**src/shared/pfmo_pkg.sv**
```systemverilog
// Constants and types for the pin function override multiplexer.
// Assumes 36 lines: port A lines 0..22 at indices 0..22, port B lines 0..12 at 23..35.
package pfmo_pkg;

  localparam int NUM_LINES = 36;
  localparam int NUM_SEL = 8;
  localparam int NUM_TRACE = 11;
  localparam int PB_BASE = 23;

  // Line indices of fixed-function pins
  localparam int LINE_PA00 = 0;
  localparam int LINE_PA01 = 1;
  localparam int LINE_PA02 = 2;
  localparam int LINE_PA03 = 3;
  localparam int LINE_PA08 = 8;
  localparam int LINE_PA09 = 9;
  localparam int LINE_PA10 = 10;
  localparam int LINE_PA11 = 11;
  localparam int LINE_PA12 = 12;
  localparam int LINE_PA13 = 13;
  localparam int LINE_PA20 = 20;

  // Trace signal order: 0 event in, 1..6 data 5..0, 7 event out, 8 clock, 9..10 message 1..0
  localparam int TRACE_MAP1 [NUM_TRACE] = '{5, 10, 18, 17, 16, 15, 14, 4, 6, 7, 11};
  localparam int TRACE_MAP0 [NUM_TRACE] = '{31, 23, 27, 28, 26, 25, 32, 4, 24, 34, 35};
  localparam int TRACE_EVT_IN = 0;

  // Two-wire or open-drain capable selections, one mask per selection A..H
  localparam logic [NUM_LINES-1:0] TWI_ONE = 36'h1;
  localparam logic [NUM_LINES-1:0] TWI_MASK [NUM_SEL] = '{
    36'h0,
    (TWI_ONE << 5) | (TWI_ONE << 21),
    (TWI_ONE << 7),
    (TWI_ONE << 7) | (TWI_ONE << 17) | (TWI_ONE << 27) | (TWI_ONE << 28),
    36'h0,
    (TWI_ONE << 21) | (TWI_ONE << 27) | (TWI_ONE << 28),
    (TWI_ONE << 5) | (TWI_ONE << 27),
    36'h0
  };

  // Register byte offsets
  localparam logic [11:0] OFS_FUNC0 = 12'h000;
  localparam int NUM_FUNC_WORDS = 5;
  localparam logic [11:0] OFS_OSC = 12'h020;
  localparam logic [11:0] OFS_STATUS = 12'h024;
  localparam logic [11:0] OFS_OWNED_LO = 12'h028;
  localparam logic [11:0] OFS_OWNED_HI = 12'h02c;

  // Reset values
  localparam logic [3:0] FUNC_GPIO = 4'h8;
  localparam logic [2:0] OSC_RESET = 3'h0;

  // Oscillator control field positions
  localparam int OSC_MAIN_BIT = 0;
  localparam int OSC_SLOW_BIT = 1;
  localparam int OSC_ALT_BIT = 2;

  // Drive of one pad
  typedef struct packed {
    logic out;
    logic oe;
    logic twoWire;
    logic analog;
  } pfmo_pad_t;

endpackage

```
**src/logic/pfmo_pin_mux.sv**
```systemverilog
// Pin function override multiplexer: GPIO, peripheral A..H and debug/oscillator overrides.
// Assumes pads resolve out/oe externally; debug units and APB master run on ref_clk.
//
// The APB register port and the placing of the registers are this design's own decisions.
`timescale 1ns/1ps
module pfmo_pin_mux (
  input wire logic ref_clk, // 40 MHz clock
  input wire logic rst_b, // Synchronous reset, active low
  input wire logic ce, // Clock enable, freezes state when low
  input wire logic psel, // APB select
  input wire logic penable, // APB enable
  input wire logic pwrite, // APB direction
  input wire logic [11:0] paddr, // APB byte address
  input wire logic [31:0] pwdata, // APB write data
  output logic [31:0] prdata, // APB read data
  output logic pready, // APB ready
  output logic pslverr, // APB error on unmapped address
  input wire logic [pfmo_pkg::NUM_LINES-1:0] gpioOut, // GPIO controller output
  input wire logic [pfmo_pkg::NUM_LINES-1:0] gpioOe, // GPIO controller enable
  input wire logic [pfmo_pkg::NUM_SEL-1:0][pfmo_pkg::NUM_LINES-1:0] periphOut, // Per selection
  input wire logic [pfmo_pkg::NUM_SEL-1:0][pfmo_pkg::NUM_LINES-1:0] periphOe, // Per selection
  output logic [pfmo_pkg::NUM_LINES-1:0] lineIn, // Synchronised pin levels to all users
  input wire logic traceEnable, // On-chip trace enabled
  input wire logic trace_pin_map_select, // Trace pin set select
  input wire logic [5:0] traceDataOut, // Trace data
  input wire logic [1:0] traceMsgOut, // Trace message framing
  input wire logic trace_clock_out, // Trace clock
  input wire logic trace_event_out, // Trace event output
  output logic traceEventIn, // Trace event input level
  input wire logic jtagEnable, // JTAG enabled
  input wire logic jtagTdo, // JTAG data out
  output logic jtagTck, // JTAG clock level
  output logic jtagTms, // JTAG mode select level
  output logic jtagTdi, // JTAG data in level
  input wire logic singleWireEnable, // Single-wire debug enabled
  input wire logic twoPinModeCmd, // Two-pin mode command received
  input wire logic debug_wire_data_out, // Two-pin mode data
  input wire logic debugWireDataOe, // Two-pin mode data enable
  input wire logic singleWireOut, // Single-wire data out
  input wire logic singleWireOe, // Single-wire data enable
  output logic singleWireIn, // Single-wire data in, high when idle
  input wire logic resetPinIn, // Reset pin level
  output logic resetPinOut, // Reset pin drive value
  output logic resetPinOe, // Reset pin drive enable
  output logic wakeIn_n, // Wake request, active low
  input wire logic [pfmo_pkg::NUM_LINES-1:0] pinIn, // Pad input levels
  output pfmo_pkg::pfmo_pad_t [pfmo_pkg::NUM_LINES-1:0] pad // Pad drive
);
  import pfmo_pkg::*;

  logic [NUM_LINES-1:0][3:0] funcSel_r;
  logic [2:0] oscCtl_r;
  logic [NUM_LINES-1:0] pinMeta_r;
  logic [NUM_LINES-1:0] pinSync_r;
  logic resetMeta_r;
  logic resetSync_r;
  logic [31:0] prdata_r;
  logic [31:0] rdData;
  logic rdHit;
  pfmo_pad_t [NUM_LINES-1:0] pad_r;
  pfmo_pad_t [NUM_LINES-1:0] pad_nxt;
  logic [NUM_LINES-1:0] owned;
  logic [NUM_TRACE-1:0] traceSig;
  logic dataOutOn;
  logic oscMainOn;
  logic oscSlowOn;
  logic oscAltOn;
  logic singleWireIn_r;
  logic wakeIn_r;
  logic traceEventIn_r;
  logic apbWrite;

  // Trace outputs in mapping order; slot 0 is the event input and never drives
  assign traceSig = {traceMsgOut[0], traceMsgOut[1], trace_clock_out, trace_event_out,
                     traceDataOut[0], traceDataOut[1], traceDataOut[2], traceDataOut[3],
                     traceDataOut[4], traceDataOut[5], 1'b0};

  // Override enables
  assign dataOutOn = singleWireEnable & twoPinModeCmd;
  assign oscMainOn = oscCtl_r[OSC_MAIN_BIT];
  assign oscSlowOn = oscCtl_r[OSC_SLOW_BIT] & ~oscCtl_r[OSC_ALT_BIT];
  assign oscAltOn = oscCtl_r[OSC_SLOW_BIT] & oscCtl_r[OSC_ALT_BIT];

  // Pin input synchronisers; first stage feeds only the second
  // Reset high, the idle level of the active-low wake and event pins, so no false edge
  always_ff @(posedge ref_clk) begin
    if (!rst_b) begin
      pinMeta_r <= '1;
      pinSync_r <= '1;
      resetMeta_r <= 1'b1;
      resetSync_r <= 1'b1;
    end else if (ce) begin
      pinMeta_r <= pinIn;
      pinSync_r <= pinMeta_r;
      resetMeta_r <= resetPinIn;
      resetSync_r <= resetMeta_r;
    end
  end

  // Every user sees the pin level, owner or not
  assign lineIn = pinSync_r;
  assign jtagTck = pinSync_r[LINE_PA00];
  assign jtagTms = pinSync_r[LINE_PA01];
  assign jtagTdi = pinSync_r[LINE_PA03];

  // Pad priority mux; later stages win, so the order below is the priority
  always_comb begin
    int line;
    line = 0;
    owned = '0;
    for (int i = 0; i < NUM_LINES; i++) begin
      // Base: GPIO or one peripheral selection
      if (funcSel_r[i][3]) begin
        pad_nxt[i].out = gpioOut[i];
        pad_nxt[i].oe = gpioOe[i];
        pad_nxt[i].twoWire = 1'b0;
      end else begin
        pad_nxt[i].out = periphOut[funcSel_r[i][2:0]][i];
        pad_nxt[i].oe = periphOe[funcSel_r[i][2:0]][i];
        pad_nxt[i].twoWire = TWI_MASK[funcSel_r[i][2:0]][i];
      end
      pad_nxt[i].analog = 1'b0;
    end
    // Trace system takes its set of lines
    if (traceEnable) begin
      for (int s = 0; s < NUM_TRACE; s++) begin
        line = trace_pin_map_select ? TRACE_MAP1[s] : TRACE_MAP0[s];
        pad_nxt[line].out = traceSig[s];
        pad_nxt[line].oe = (s != TRACE_EVT_IN);
        pad_nxt[line].twoWire = 1'b0;
        owned[line] = 1'b1;
      end
    end
    // Two-pin debug data out above trace
    if (dataOutOn) begin
      pad_nxt[LINE_PA00].out = debug_wire_data_out;
      pad_nxt[LINE_PA00].oe = debugWireDataOe;
      pad_nxt[LINE_PA00].twoWire = 1'b0;
      owned[LINE_PA00] = 1'b1;
    end
    // JTAG above data out; only the data-out line drives
    if (jtagEnable) begin
      for (int j = LINE_PA00; j <= LINE_PA03; j++) begin
        pad_nxt[j].out = (j == LINE_PA02) ? jtagTdo : 1'b0;
        pad_nxt[j].oe = (j == LINE_PA02);
        pad_nxt[j].twoWire = 1'b0;
        owned[j] = 1'b1;
      end
    end
    // Oscillators on top; pads go analog and undriven
    for (int k = 0; k < NUM_LINES; k++) begin
      if ((oscMainOn && (k == LINE_PA08 || k == LINE_PA09)) ||
          (oscSlowOn && (k == LINE_PA10 || k == LINE_PA12)) ||
          (oscAltOn && (k == LINE_PA13 || k == LINE_PA20))) begin
        pad_nxt[k].out = 1'b0;
        pad_nxt[k].oe = 1'b0;
        pad_nxt[k].twoWire = 1'b0;
        pad_nxt[k].analog = 1'b1;
        owned[k] = 1'b1;
      end
    end
  end

  // Registered pad drive; one cycle of latency after any source change
  always_ff @(posedge ref_clk) begin
    if (!rst_b) begin
      pad_r <= '0;
    end else if (ce) begin
      pad_r <= pad_nxt;
    end
  end
  assign pad = pad_r;

  // Reset pin: single-wire data only once the interface is enabled
  always_ff @(posedge ref_clk) begin
    if (!rst_b) begin
      resetPinOut <= 1'b0;
      resetPinOe <= 1'b0;
      singleWireIn_r <= 1'b1;
    end else if (ce) begin
      resetPinOut <= singleWireEnable & singleWireOut;
      resetPinOe <= singleWireEnable & singleWireOe;
      singleWireIn_r <= singleWireEnable ? resetSync_r : 1'b1;
    end
  end
  assign singleWireIn = singleWireIn_r;

  // Wake and trace event inputs; wake ignores every selection
  always_ff @(posedge ref_clk) begin
    if (!rst_b) begin
      wakeIn_r <= 1'b1;
      traceEventIn_r <= 1'b1;
    end else if (ce) begin
      wakeIn_r <= pinSync_r[LINE_PA11];
      traceEventIn_r <= pinSync_r[trace_pin_map_select ? TRACE_MAP1[TRACE_EVT_IN] :
                                                          TRACE_MAP0[TRACE_EVT_IN]];
    end
  end
  assign wakeIn_n = wakeIn_r;
  assign traceEventIn = traceEventIn_r;

  // APB read decode; any offset not listed answers with an error
  always_comb begin
    rdData = 32'h0;
    rdHit = 1'b1;
    if (paddr < OFS_FUNC0 + 12'(4 * NUM_FUNC_WORDS) && paddr[1:0] == 2'h0) begin
      for (int n = 0; n < 8; n++) begin
        if (int'(paddr[11:2]) * 8 + n < NUM_LINES) begin
          rdData[n*4 +: 4] = funcSel_r[int'(paddr[11:2]) * 8 + n];
        end
      end
    end else if (paddr == OFS_OSC) begin
      rdData[2:0] = oscCtl_r;
    end else if (paddr == OFS_STATUS) begin
      rdData[6:0] = {oscAltOn, oscSlowOn, oscMainOn, jtagEnable, dataOutOn,
                     trace_pin_map_select, traceEnable};
    end else if (paddr == OFS_OWNED_LO) begin
      rdData = owned[31:0];
    end else if (paddr == OFS_OWNED_HI) begin
      rdData[NUM_LINES-33:0] = owned[NUM_LINES-1:32];
    end else begin
      rdHit = 1'b0;
    end
  end

  // No wait states while enabled; a frozen block holds the access open
  assign pready = ce;
  assign pslverr = psel & penable & ~rdHit;
  assign apbWrite = psel & penable & pwrite & ce & rdHit;

  // Read data captured every selected cycle so it is valid in the access phase
  always_ff @(posedge ref_clk) begin
    if (!rst_b) begin
      prdata_r <= 32'h0;
    end else if (ce && psel) begin
      prdata_r <= (rdHit && !pwrite) ? rdData : 32'h0;
    end
  end
  assign prdata = prdata_r;

  // Function selection registers, eight nibbles per word
  always_ff @(posedge ref_clk) begin
    if (!rst_b) begin
      for (int r = 0; r < NUM_LINES; r++) begin
        funcSel_r[r] <= FUNC_GPIO;
      end
    end else if (apbWrite && paddr < OFS_FUNC0 + 12'(4 * NUM_FUNC_WORDS)) begin
      for (int n = 0; n < 8; n++) begin
        if (int'(paddr[11:2]) * 8 + n < NUM_LINES) begin
          funcSel_r[int'(paddr[11:2]) * 8 + n] <= pwdata[n*4 +: 4];
        end
      end
    end
  end

  // Oscillator pin control
  always_ff @(posedge ref_clk) begin
    if (!rst_b) begin
      oscCtl_r <= OSC_RESET;
    end else if (apbWrite && paddr == OFS_OSC) begin
      oscCtl_r <= pwdata[2:0];
    end
  end

endmodule

```
**config.mk**
```make
export PLATFORM = sky130hd
export DESIGN_NAME = pfmo_pin_mux
export DESIGN_NICKNAME = d
export VERILOG_FILES = /design/src/shared/pfmo_pkg.sv /design/src/logic/pfmo_pin_mux.sv
export SDC_FILE = /design/constraint.sdc
export NUM_CORES = 1
export LEC_CHECK = 0
export BUFFER_PORTS_ARGS = -buffer_cell sky130_fd_sc_hd__buf_4
export CAP_MARGIN = 20
export CORE_AREA = 2 2 381 383
export CTS_CLUSTER_SIZE = 24
export DETAILED_ROUTE_END_ITERATION = 7
export DIE_AREA = 0 0 383 385
export GPL_ROUTABILITY_DRIVEN = 0
export PLACE_DENSITY_LB_ADDON = 0.25
export SETUP_SLACK_MARGIN = 0.1
export SLEW_MARGIN = 20
export SYNTH_ARGS = -nofsm -noshare
export SYNTH_HDL_FRONTEND = slang
export SYNTH_SLANG_ARGS = --single-unit
```
**constraint.sdc**
```tcl
create_clock -name ref_clk -period 2.11 [get_ports ref_clk]
set_input_delay 0 -clock ref_clk [delete_from_list [all_inputs] [get_ports ref_clk]]
set_output_delay 0 -clock ref_clk [all_outputs]
set_load 0.05 [all_outputs]
```
* Word-level counts from Yosys, hierarchy flattened
Memories as Yosys holds them, arrays and structs flattened.
Cells that the tools add are included.
** Operators by class
- Reduce and logical (&&, ||, !) cells :: 25
- Equal/unequal tests :: 4
- $add $sub $neg :: 7
- Bitwise operators :: 57
- Order comparisons :: 117
- Mux-type cells :: 488
** Operators by type and width (number)
- $bmux 36 s3 :: 72
- $bwmux 144 :: 38
- $mux 144 :: 23
- $demux 4 s6 :: 37
- $or 36x36->36 :: 9
- $mux 4 :: 57
- $lt 32x7->1 const B :: 7
- $mux 32 :: 6
- $mux 36 :: 5
- $bmux 4 s6 :: 7
- $mux 3 :: 56
- $mux 29 :: 5
- $ge 4x4->1 const B :: 36
- $lt 3x4->1 const B :: 36
- $not 3->4 :: 36
- $mux 28 :: 5
- $mux 35 :: 4
- $mux 34 :: 4
- $mux 33 :: 4
- $mux 25 :: 5
- $mux 31 :: 4
- $mux 30 :: 4
- $mux 27 :: 4
- $mux 26 :: 4
- other kinds (47) :: 230
** Word-level totals
- Input port bits :: 755
- Memories :: 36
- Word-level logic and storage cells :: 925
- Memory bits (read-only) :: 10368
- Bits in registers :: 402
- Output and inout port bits :: 222
** Memory list
- (no name shown) :: words 8, width 36, read ports 1, clocked after Yosys merged registers in 0, write ports 0, RTL line pfmo_pin_mux.sv:120 : pad_nxt[i].twoWire = TWI_MASK[funcSel_r[i][2:0]][i];
- (no name shown) :: words 8, width 36, read ports 1, clocked after Yosys merged registers in 0, write ports 0, RTL line pfmo_pin_mux.sv:120
- (no name shown) :: words 8, width 36, read ports 1, clocked after Yosys merged registers in 0, write ports 0, RTL line pfmo_pin_mux.sv:120
- (no name shown) :: words 8, width 36, read ports 1, clocked after Yosys merged registers in 0, write ports 0, RTL line pfmo_pin_mux.sv:120
- (no name shown) :: words 8, width 36, read ports 1, clocked after Yosys merged registers in 0, write ports 0, RTL line pfmo_pin_mux.sv:120
- (no name shown) :: words 8, width 36, read ports 1, clocked after Yosys merged registers in 0, write ports 0, RTL line pfmo_pin_mux.sv:120
- 30 more memories

* Longest topological paths before layout
Gate-level depths: netlist of run 1.
- Depth in word-level cells :: 38
- Depth in mapped cells :: 9
- Gate-level depth less buffers :: 5

* Worst setup path before layout of run 1
No wires, ideal clock.
- Kind :: register to register
- Start :: reg funcSel_r[92] (netlist name)
- End :: reg pad_r, in the netlist pad[95]
- Required time :: 1988 ps
- Arrival :: 1656 ps
- Clock period less this slack :: 1778 ps
- Setup slack :: 332 ps
- Library setup time :: 122 ps
- Stages on the path, launching flop included :: 5
- Buffers on the path :: 1
- Path through :: dfxtp_1 -> clkbuf_1 -> mux4_2 -> mux2_2 -> o311a_1
** Between the ends
- Cells in the longest elaborated chain, start to end :: 34
** RTL lines
- start, declared :: RTL line pfmo_pin_mux.sv:51 : logic [NUM_LINES-1:0][3:0] funcSel_r;
- start signal, assigned by index :: RTL line pfmo_pin_mux.sv:250 : funcSel_r[int'(paddr[11:2]) * 8 + n] <= pwdata[n*4 +: 4];
- $bmux 36 s3 * :: RTL line pfmo_pin_mux.sv:118 : pad_nxt[i].out = periphOut[funcSel_r[i][2:0]][i];
- $mux 24 (implied by the code) * :: RTL line pfmo_pin_mux.sv:118
- $mux 3 * :: RTL line pfmo_pin_mux.sv:113 : if (funcSel_r[i][3]) begin
- $bwmux 144 :: RTL line pfmo_pin_mux.sv:128 : pad_nxt[line].out = traceSig[s];
- $bwmux 144 :: RTL line pfmo_pin_mux.sv:129 : pad_nxt[line].oe = (s != TRACE_EVT_IN);
- $bwmux 144 :: RTL line pfmo_pin_mux.sv:130 : pad_nxt[line].twoWire = 1'b0;
- $bwmux 144 :: RTL line pfmo_pin_mux.sv:128
- $bwmux 144 :: RTL line pfmo_pin_mux.sv:129
- (+18 left out)
- $bwmux 144 :: RTL line pfmo_pin_mux.sv:130
- $bwmux 144 :: RTL line pfmo_pin_mux.sv:128
- $bwmux 144 :: RTL line pfmo_pin_mux.sv:129
- $bwmux 144 :: RTL line pfmo_pin_mux.sv:130
- $bwmux 144 :: RTL line pfmo_pin_mux.sv:128
- $bwmux 144 :: RTL line pfmo_pin_mux.sv:129
- $bwmux 144 :: RTL line pfmo_pin_mux.sv:130
- $mux 144 * :: RTL line pfmo_pin_mux.sv:125 : if (traceEnable) begin
- end signal, assigned :: RTL line pfmo_pin_mux.sv:169 : pad_r <= pad_nxt;
- end, declared :: RTL line pfmo_pin_mux.sv:60 : pfmo_pad_t [NUM_LINES-1:0] pad_r;
Every way passes the cells marked *; elsewhere a longest branch is shown, timed or not. The select of a mux whose other input is x is not followed.
A chain may end at the register's enable or synchronous reset.

* Worst setup path in the final report of run 1
- Start :: in paddr[3]
- End :: reg prdata_r[1] (netlist: prdata[1])
** Between the ends
- Cells in the longest elaborated chain, start to end :: 8
- Elaborated cells on any way between the ends :: 22
- Classes of those cells :: order compare (2); eq/ne (4); mux (14); reduce/logical (2)
** RTL lines
- start, declared :: RTL line pfmo_pin_mux.sv:13 : input wire logic [11:0] paddr,
- $eq 12x6->1 :: RTL line pfmo_pin_mux.sv:219 : end else if (paddr == OFS_OWNED_HI) begin
- $mux 1 :: RTL line pfmo_pin_mux.sv:219
- $mux 1 :: RTL line pfmo_pin_mux.sv:217 : end else if (paddr == OFS_OWNED_LO) begin
- $mux 1 :: RTL line pfmo_pin_mux.sv:214 : end else if (paddr == OFS_STATUS) begin
- $mux 1 :: RTL line pfmo_pin_mux.sv:212 : end else if (paddr == OFS_OSC) begin
- $mux 1 :: RTL line pfmo_pin_mux.sv:206 : if (paddr < OFS_FUNC0 + 12'(4 * NUM_FUNC_WORDS) && paddr[1:0] == 2'h0) begin
- $logic_and 1x1->1 :: RTL line pfmo_pin_mux.sv:236 : prdata_r <= (rdHit && !pwrite) ? rdData : 32'h0;
- $mux 32 * :: RTL line pfmo_pin_mux.sv:236
- end signal, assigned :: RTL line pfmo_pin_mux.sv:236
- end, declared :: RTL line pfmo_pin_mux.sv:57 : logic [31:0] prdata_r;
Marked as above.

==> results.sh, run 1 <==
export IMPL_p_comb_share_pct=21.3
export IMPL_use_met1_pct=20.68
export IMPL_synth_area_per_cell_um2=10.16
export IMPL_start_util_pct=13.22
export IMPL_critPathSlowestCell="dlygate4sd3_1"
export IMPL_r2r_slack_ns=0.23
export IMPL_layout_commonest_cell="buf_4"
export IMPL_violations="DRC"
export IMPL_busiest_layer="met2"
export IMPL_clockBufferDepth=3
export IMPL_max_slew_worst_pin_slew_ns=0.8223
export IMPL_final_fill_count=15480
export IMPL_cp_data_required_time_ns=2.61
export IMPL_tritoncts="built"
export IMPL_hold_viol=0
export IMPL_critPathKind="in -> reg"
export IMPL_drc=1
export IMPL_cts_made_buffers=50
export IMPL_ant_nets=0
export IMPL_final_nets=3927
export IMPL_holdCritPathClass="in -> reg"
export IMPL_setup_viol=0
export IMPL_fin_setup_tns_ns=0
export IMPL_holdPathEnd="funcSel_r[65]"
export IMPL_internal_power_mw=13.84
export IMPL_maxCapViolCount=0
export IMPL_synthCells=1862
export IMPL_antenna_found_initial=32
export IMPL_clkLatencyLatePin_ns=0.62
export IMPL_cts_root_buf="clkbuf_16"
export IMPL_h_tree_depth=2
export IMPL_yosysUniqueCellTypes=60
export IMPL_outcome="finished, violations left"
export IMPL_postCtsSetupRepairBufs=0
export IMPL_synth_seq_area_share_pct=35.88
export IMPL_ff2ff_path_depth=4
export IMPL_synth_async_reset_ratio_pct=0
export IMPL_fmax_ghz=0.5255
export IMPL_core_area_mm2=0.1431
export IMPL_die_h_um=385
export IMPL_p_leak_nw=14.10
export IMPL_std_cell_rows=139
export IMPL_maxSlewViolCount=0
export IMPL_fin_worst_skew_ns=0.01997
export IMPL_hold_ws_ns=0.02195
export IMPL_timing_rr_start="funcSel_r[74]"
export IMPL_switching_share_pct=28.93
export IMPL_p_seq_share_pct=34.3
export IMPL_synth_edff_count=0
export IMPL_drt_total_wl_um=127400
export IMPL_dpl_hpwl_um=100900
export IMPL_end_kind="flop"
export IMPL_netlist_area_mm2=0.01892
export IMPL_cp_arrival_ns=2.40
export IMPL_firstDrtPassIters=8
export IMPL_wl_per_cell_um=24.88
export IMPL_ios=977
export IMPL_grt_usage_pct=16.56
export IMPL_reg2reg_to="pad[74]"
export IMPL_layout_common_cells="buf_4, dlygate4sd3_1, dfxtp_1"
export IMPL_die_area_mm2=0.1475
export IMPL_grt_pass1_vias=21340
export IMPL_max_slew_margin_rel_pct=45.18
export IMPL_min_from="pwdata[1]"
export IMPL_p_sw_mw=5.633
export IMPL_min_period_ns=1.903
export IMPL_place_area_mm2=0.02814
export IMPL_path_max_fanout=10
export IMPL_area_growth_pct=79.38
export IMPL_use_met2_pct=28.01
export IMPL_post_place_cells=4616
export IMPL_yosysWarningCount=0
export IMPL_numPortBuffers=916
export IMPL_grt_pass1_wl_um=170500
export IMPL_drive_gt1_share_pct=43.16
export IMPL_synth_top_area_share_pct=35.88
export IMPL_pwr_share_clk_pct=44.4
export IMPL_holdPathStages=4
export IMPL_grt_use_met3_pct=4.786
export IMPL_powerDensity_mw_per_mm2=573.8
export IMPL_netlist_top_cells_area="dfxtp_1, mux4_2, mux2i_1"
export IMPL_first_iter_violations=1227
export IMPL_grt_max_degree=125
export IMPL_rsz0062_at_grt="true"
export IMPL_die_w_um=383
export IMPL_final_cells=5122
export IMPL_path_clk_slew_ns=0.05
export IMPL_synth_top_area_cell="dfxtp_1"
export IMPL_synth_seq_cells=339
export IMPL_postLayoutCellArea_mm2=0.03393
export IMPL_gr_total_overflow=0
export IMPL_min_period_over_period_pct=90.19
export IMPL_crit_path_max_incr_delay_ns=0.61
export IMPL_max_vdd_ir_drop_mv=0.5162
export IMPL_cp_cell_sequence="buf_4 -> or2_2 -> a21oi_2 -> dlygate4sd3_1 -> buf_4 -> o221ai_1 -> dlygate4sd3_1 -> nand3_1 -> nand2_1"
export IMPL_clock_sinks=339
export IMPL_cp_start_kind="input port"
export IMPL_num_vias=20480
export IMPL_avgViaCountPerCell=3.998
export IMPL_ys_flop_type="dfxtp_1"
[critical path: cells and delay by family]
family / cells / cell delay, ns
AO/OA/AOI/OAI: 2 / 0.43
AND/OR/NAND/NOR: 3 / 0.48
buffers and inverters: 4 / 1.48
[worst max path at each step]
stage | depth (start not counted) | endpoint | start
2_1_floorplan | 4 | pad[95] | funcSel_r[92]
3_3_place_gp | 7 | pslverr | paddr[3]
3_5_place_dp | 7 | pslverr | paddr[3]
4_1_cts | 8 | pad[3] | rst_b
5_1_grt | 7 | pad[3] | ce
6_report | 9 | prdata[1] | paddr[3]
[synthesized netlist by cell type, drive strengths merged, types with 3 or more instances]
cell type,number
a32o,6
a31o,103
o311a,5
nand4b,3
nor2,170
a2bb2oi,9
a22oi,5
mux4,158
o221a,9
o22a,6
a21oi,77
dfxtp,339
a21boi,7
nand3,30
and3,11
nand4,4
o21ai,102
a311oi,3
nor3,5
nand2b,13
inv,14
and2,4
clkbuf,99
o22ai,15
a22o,24
o211ai,10
nand2,229
nand3b,8
mux2,6
o221ai,10
buf,123
mux2i,217
nor3b,3
nor2b,13
[registers in the layout, summed over array words and instances (netlist names), 3 cells and up]
| name | flops |
|---|---|
| funcSel_r | 144 |
| pinMeta_r | 36 |
| prdata | 32 |
| lineIn | 36 |
| oscCtl_r | 3 |
| pad | 81 |
[logic make-up (layout without fill, tap and decap cells)]
logic type      after synthesis  in the layout  synth area share, %
compound gates              403            403                14.92
mux                         381            381                30.65
buf+inv                     236           1522                6.945
flops                       339            339                35.88
other cells                   1             72              0.01982
xor+xnor                      1              1              0.04631
fa+ha+maj                     1              1              0.06614
simple gates                500            500                11.48
[power groups by stage]
stage / sequential [mW] / clock, mW / combinational [mW]
floorplan: 7.21 / 0 / 1.21
global placement: 6.82 / 0 / 3.50
detailed placement: 6.82 / 0 / 3.51
CTS: 6.69 / 9.00 / 4.21
global route: 6.70 / 9.21 / 4.40
finish: 6.68 / 8.64 / 4.14
[metal layers]
layer | routed length [um] | up-vias | part of all wire (%)
met3 | 9942 | 141 | 7.8
met1 | 53570 | 10020 | 42
li1 | - | 9476 | -
met5 | 84 | - | 0.066
met2 | 60990 | 830 | 48
met4 | 2842 | 14 | 2.2
[cell type report]
cell class              count  area, um^2  area share [%]
clock buffers              70        1426           4.204
well taps                1903        2381           7.017
inverters                  14       52.55          0.1549
diodes                     12       30.03         0.08850
repair buffers           1420       11930           35.17
clock inverters            18       219.0          0.6453
flip-flops and latches    339        6793           20.02
multi-input cells        1346       11090           32.70
[stage by stage]
stage / setup WS, ns / util (%) / total power [mW]
6_report: 0.2069 / 23.71 / 19.47
5_1_grt: 0.08234 / 23.69 / 20.32
4_1_cts: 0.1104 / 23.68 / 19.89
3_5_place_dp: -0.03609 / 19.66 / 10.33
3_3_place_gp: -0.06663 / 19.66 / 10.32
2_1_floorplan: 0.3322 / - / 8.417
[timing repair]
item,CTS,global route
hold buffers,406,0
setup endpoints to repair,3,4
hold endpoints to repair,304,0
gates resized for setup,4,5
No activity file was read; power rests on OpenSTA's default activity.
==> run 2, diff against run 1 <==
==> constraint.sdc (replaced) <==
create_clock -name ref_clk -period 1.8 [get_ports ref_clk]
set_input_delay 0.09 -clock ref_clk [delete_from_list [all_inputs] [get_ports ref_clk]]
set_output_delay 0.09 -clock ref_clk [all_outputs]
set_load 0.05 [all_outputs]
==> results.sh, run 2 (synthesis results as in run 1) <==
export IMPL_maxCapViolCount=0
export IMPL_first_iter_violations=1271
export IMPL_antenna_found_initial=30
export IMPL_busiest_layer="met2"
export IMPL_path_max_fanout=7
export IMPL_drive_gt1_share_pct=49.39
export IMPL_p_leak_nw=13.96
export IMPL_drt_total_wl_um=126400
export IMPL_place_ws_ns=-0.3434
export IMPL_r2r_slack_ns=0.13
export IMPL_min_period_ns=1.670
export IMPL_setup_slack_ns=0.1299
export IMPL_wl_per_cell_um=25.24
export IMPL_fin_setup_tns_ns=0
export IMPL_rsz0062_at_grt="true"
export IMPL_min_period_over_period_pct=92.79
export IMPL_grt_pass1_vias=20420
export IMPL_grt_usage_pct=16.34
export IMPL_hold_ws_ns=0.04517
export IMPL_cp_arrival_ns=2.17
export IMPL_avgViaCountPerCell=3.985
export IMPL_die_h_um=385
export IMPL_power_mw=23.72
export IMPL_final_nets=3811
export IMPL_min_from="periphOut[76]"
export IMPL_clockBufferDepth=3
export IMPL_max_vdd_ir_drop_mv=0.5209
export IMPL_gr_total_overflow=0
export IMPL_timing_rr_start="funcSel_r[107]"
export IMPL_die_area_mm2=0.1475
export IMPL_clock_sinks=339
export IMPL_maxSlewViolCount=0
export IMPL_ant_nets=0
export IMPL_clkLatencyLatePin_ns=0.62
export IMPL_holdCritPathClass="in -> reg"
export IMPL_layout_common_cells="buf_4, dfxtp_1, nand2_1"
export IMPL_dpl_hpwl_um=105100
export IMPL_ff2ff_path_depth=5
export IMPL_cp_start_kind="input port"
export IMPL_die_w_um=383
export IMPL_holdPathEnd="pad[19]"
export IMPL_crit_path_max_incr_delay_ns=0.54
export IMPL_fin_worst_skew_ns=0.01353
export IMPL_critPathSlowestCell="dlygate4sd3_1"
export IMPL_tritoncts="built"
export IMPL_num_vias=19960
export IMPL_outcome="finished, final reports clean"
export IMPL_largest_reg_flops=144
export IMPL_use_met1_pct=21.54
export IMPL_std_cell_rows=139
export IMPL_end_kind="flop"
export IMPL_core_area_mm2=0.1431
export IMPL_drc=0
export IMPL_path_common_cell="buf_12"
export IMPL_cp_cell_sequence="buf_4 -> nor2_1 -> and4_4 -> buf_12 -> nand4_4 -> buf_12 -> mux2i_1 -> nand2_1 -> dlygate4sd3_1"
export IMPL_cts_made_buffers=50
export IMPL_cp_data_required_time_ns=2.30
export IMPL_fin_util_pct=23.09
export IMPL_cts_root_buf="clkbuf_16"
export IMPL_start_util_pct=13.22
export IMPL_max_slew_worst_pin_slew_ns=0.7379
export IMPL_reg2reg_to="pad[107]"
export IMPL_h_tree_depth=2
export IMPL_area_growth_pct=74.69
export IMPL_max_slew_margin_rel_pct=50.71
export IMPL_firstDrtPassIters=7
export IMPL_numPortBuffers=916
export IMPL_grt_max_degree=76
export IMPL_path_clk_slew_ns=0.06
export IMPL_hold_viol=0
export IMPL_layout_commonest_cell="buf_4"
export IMPL_ios=977
export IMPL_setup_viol=0
export IMPL_fmax_ghz=0.5988
export IMPL_critPathKind="in -> reg"
export IMPL_powerDensity_mw_per_mm2=718.0
export IMPL_max_flop_register="funcSel_r"
export IMPL_grt_use_met3_pct=3.476
export IMPL_holdPathStages=5
export IMPL_use_met2_pct=27.52
export IMPL_grt_pass1_wl_um=167400
[run 2: area by class of cell]
class | count | area [um^2]
diodes | 11 | 27.53
clock buffers | 65 | 1429
clock inverters | 26 | 439.2
fillers | 15610 | 110100
inverters | 14 | 52.55
multi-input cells | 1346 | 11160
flip-flops and latches | 339 | 6864
well taps | 1903 | 2381
repair buffers | 1304 | 10690
[run 2: where the power goes]
group | leakage, nW | internal [mW] | total [mW] | switching [mW]
Sequential | 2.78 | 7.69 | 7.81 | 0.124
Clock | 0.898 | 7.16 | 11.4 | 4.19
Combinational | 10.3 | 2.21 | 4.56 | 2.35
[run 2: worst max-delay path, delay by kind of cell]
| family | cells | cell delay (ns) |
|---|---|---|
| AND/OR/NAND/NOR | 4 | 0.92 |
| multiplexers | 1 | 0.14 |
| buffers and inverters | 4 | 0.98 |
[run 2: metal layers]
layer	wire (um)	share of wire, %
met5	24	0.019
met2	60970	48
met4	2018	1.6
met1	55630	44
met3	7739	6.1
[run 2: worst max-delay path by stage]
stage              startpoint             end  slack (ns)  depth (start not counted)
2_1_floorplan   funcSel_r[92]         pad[95]        0.15                          4
3_3_place_gp   funcSel_r[108]        pad[109]       -0.41                          6
3_5_place_dp   funcSel_r[109]        pad[109]       -0.34                          6
4_1_cts        funcSel_r[108]        pad[109]        0.05                          6
5_1_grt        funcSel_r[107]        pad[107]        0.04                          5
6_report            paddr[11]  funcSel_r[119]        0.13                          9
[run 2: repair_timing]
| item | CTS | global route |
|---|---|---|
| hold buffers | 204 | 0 |
| pin swaps | 1 | 2 |
| resized for setup | 42 | 43 |
| buffers inserted | 0 | 4 |
| endpoints found under the setup margin | 35 | 41 |
| endpoints found under the hold margin | 253 | 0 |
| cloned | 0 | 1 |
[run 2: metrics by stage]
step	cell area (um^2)	cells
2_1_floorplan	19140	1921
3_3_place_gp	28860	4697
3_5_place_dp	28860	4697
4_1_cts	32850	4992
5_1_grt	33030	5001
6_report	33040	5008
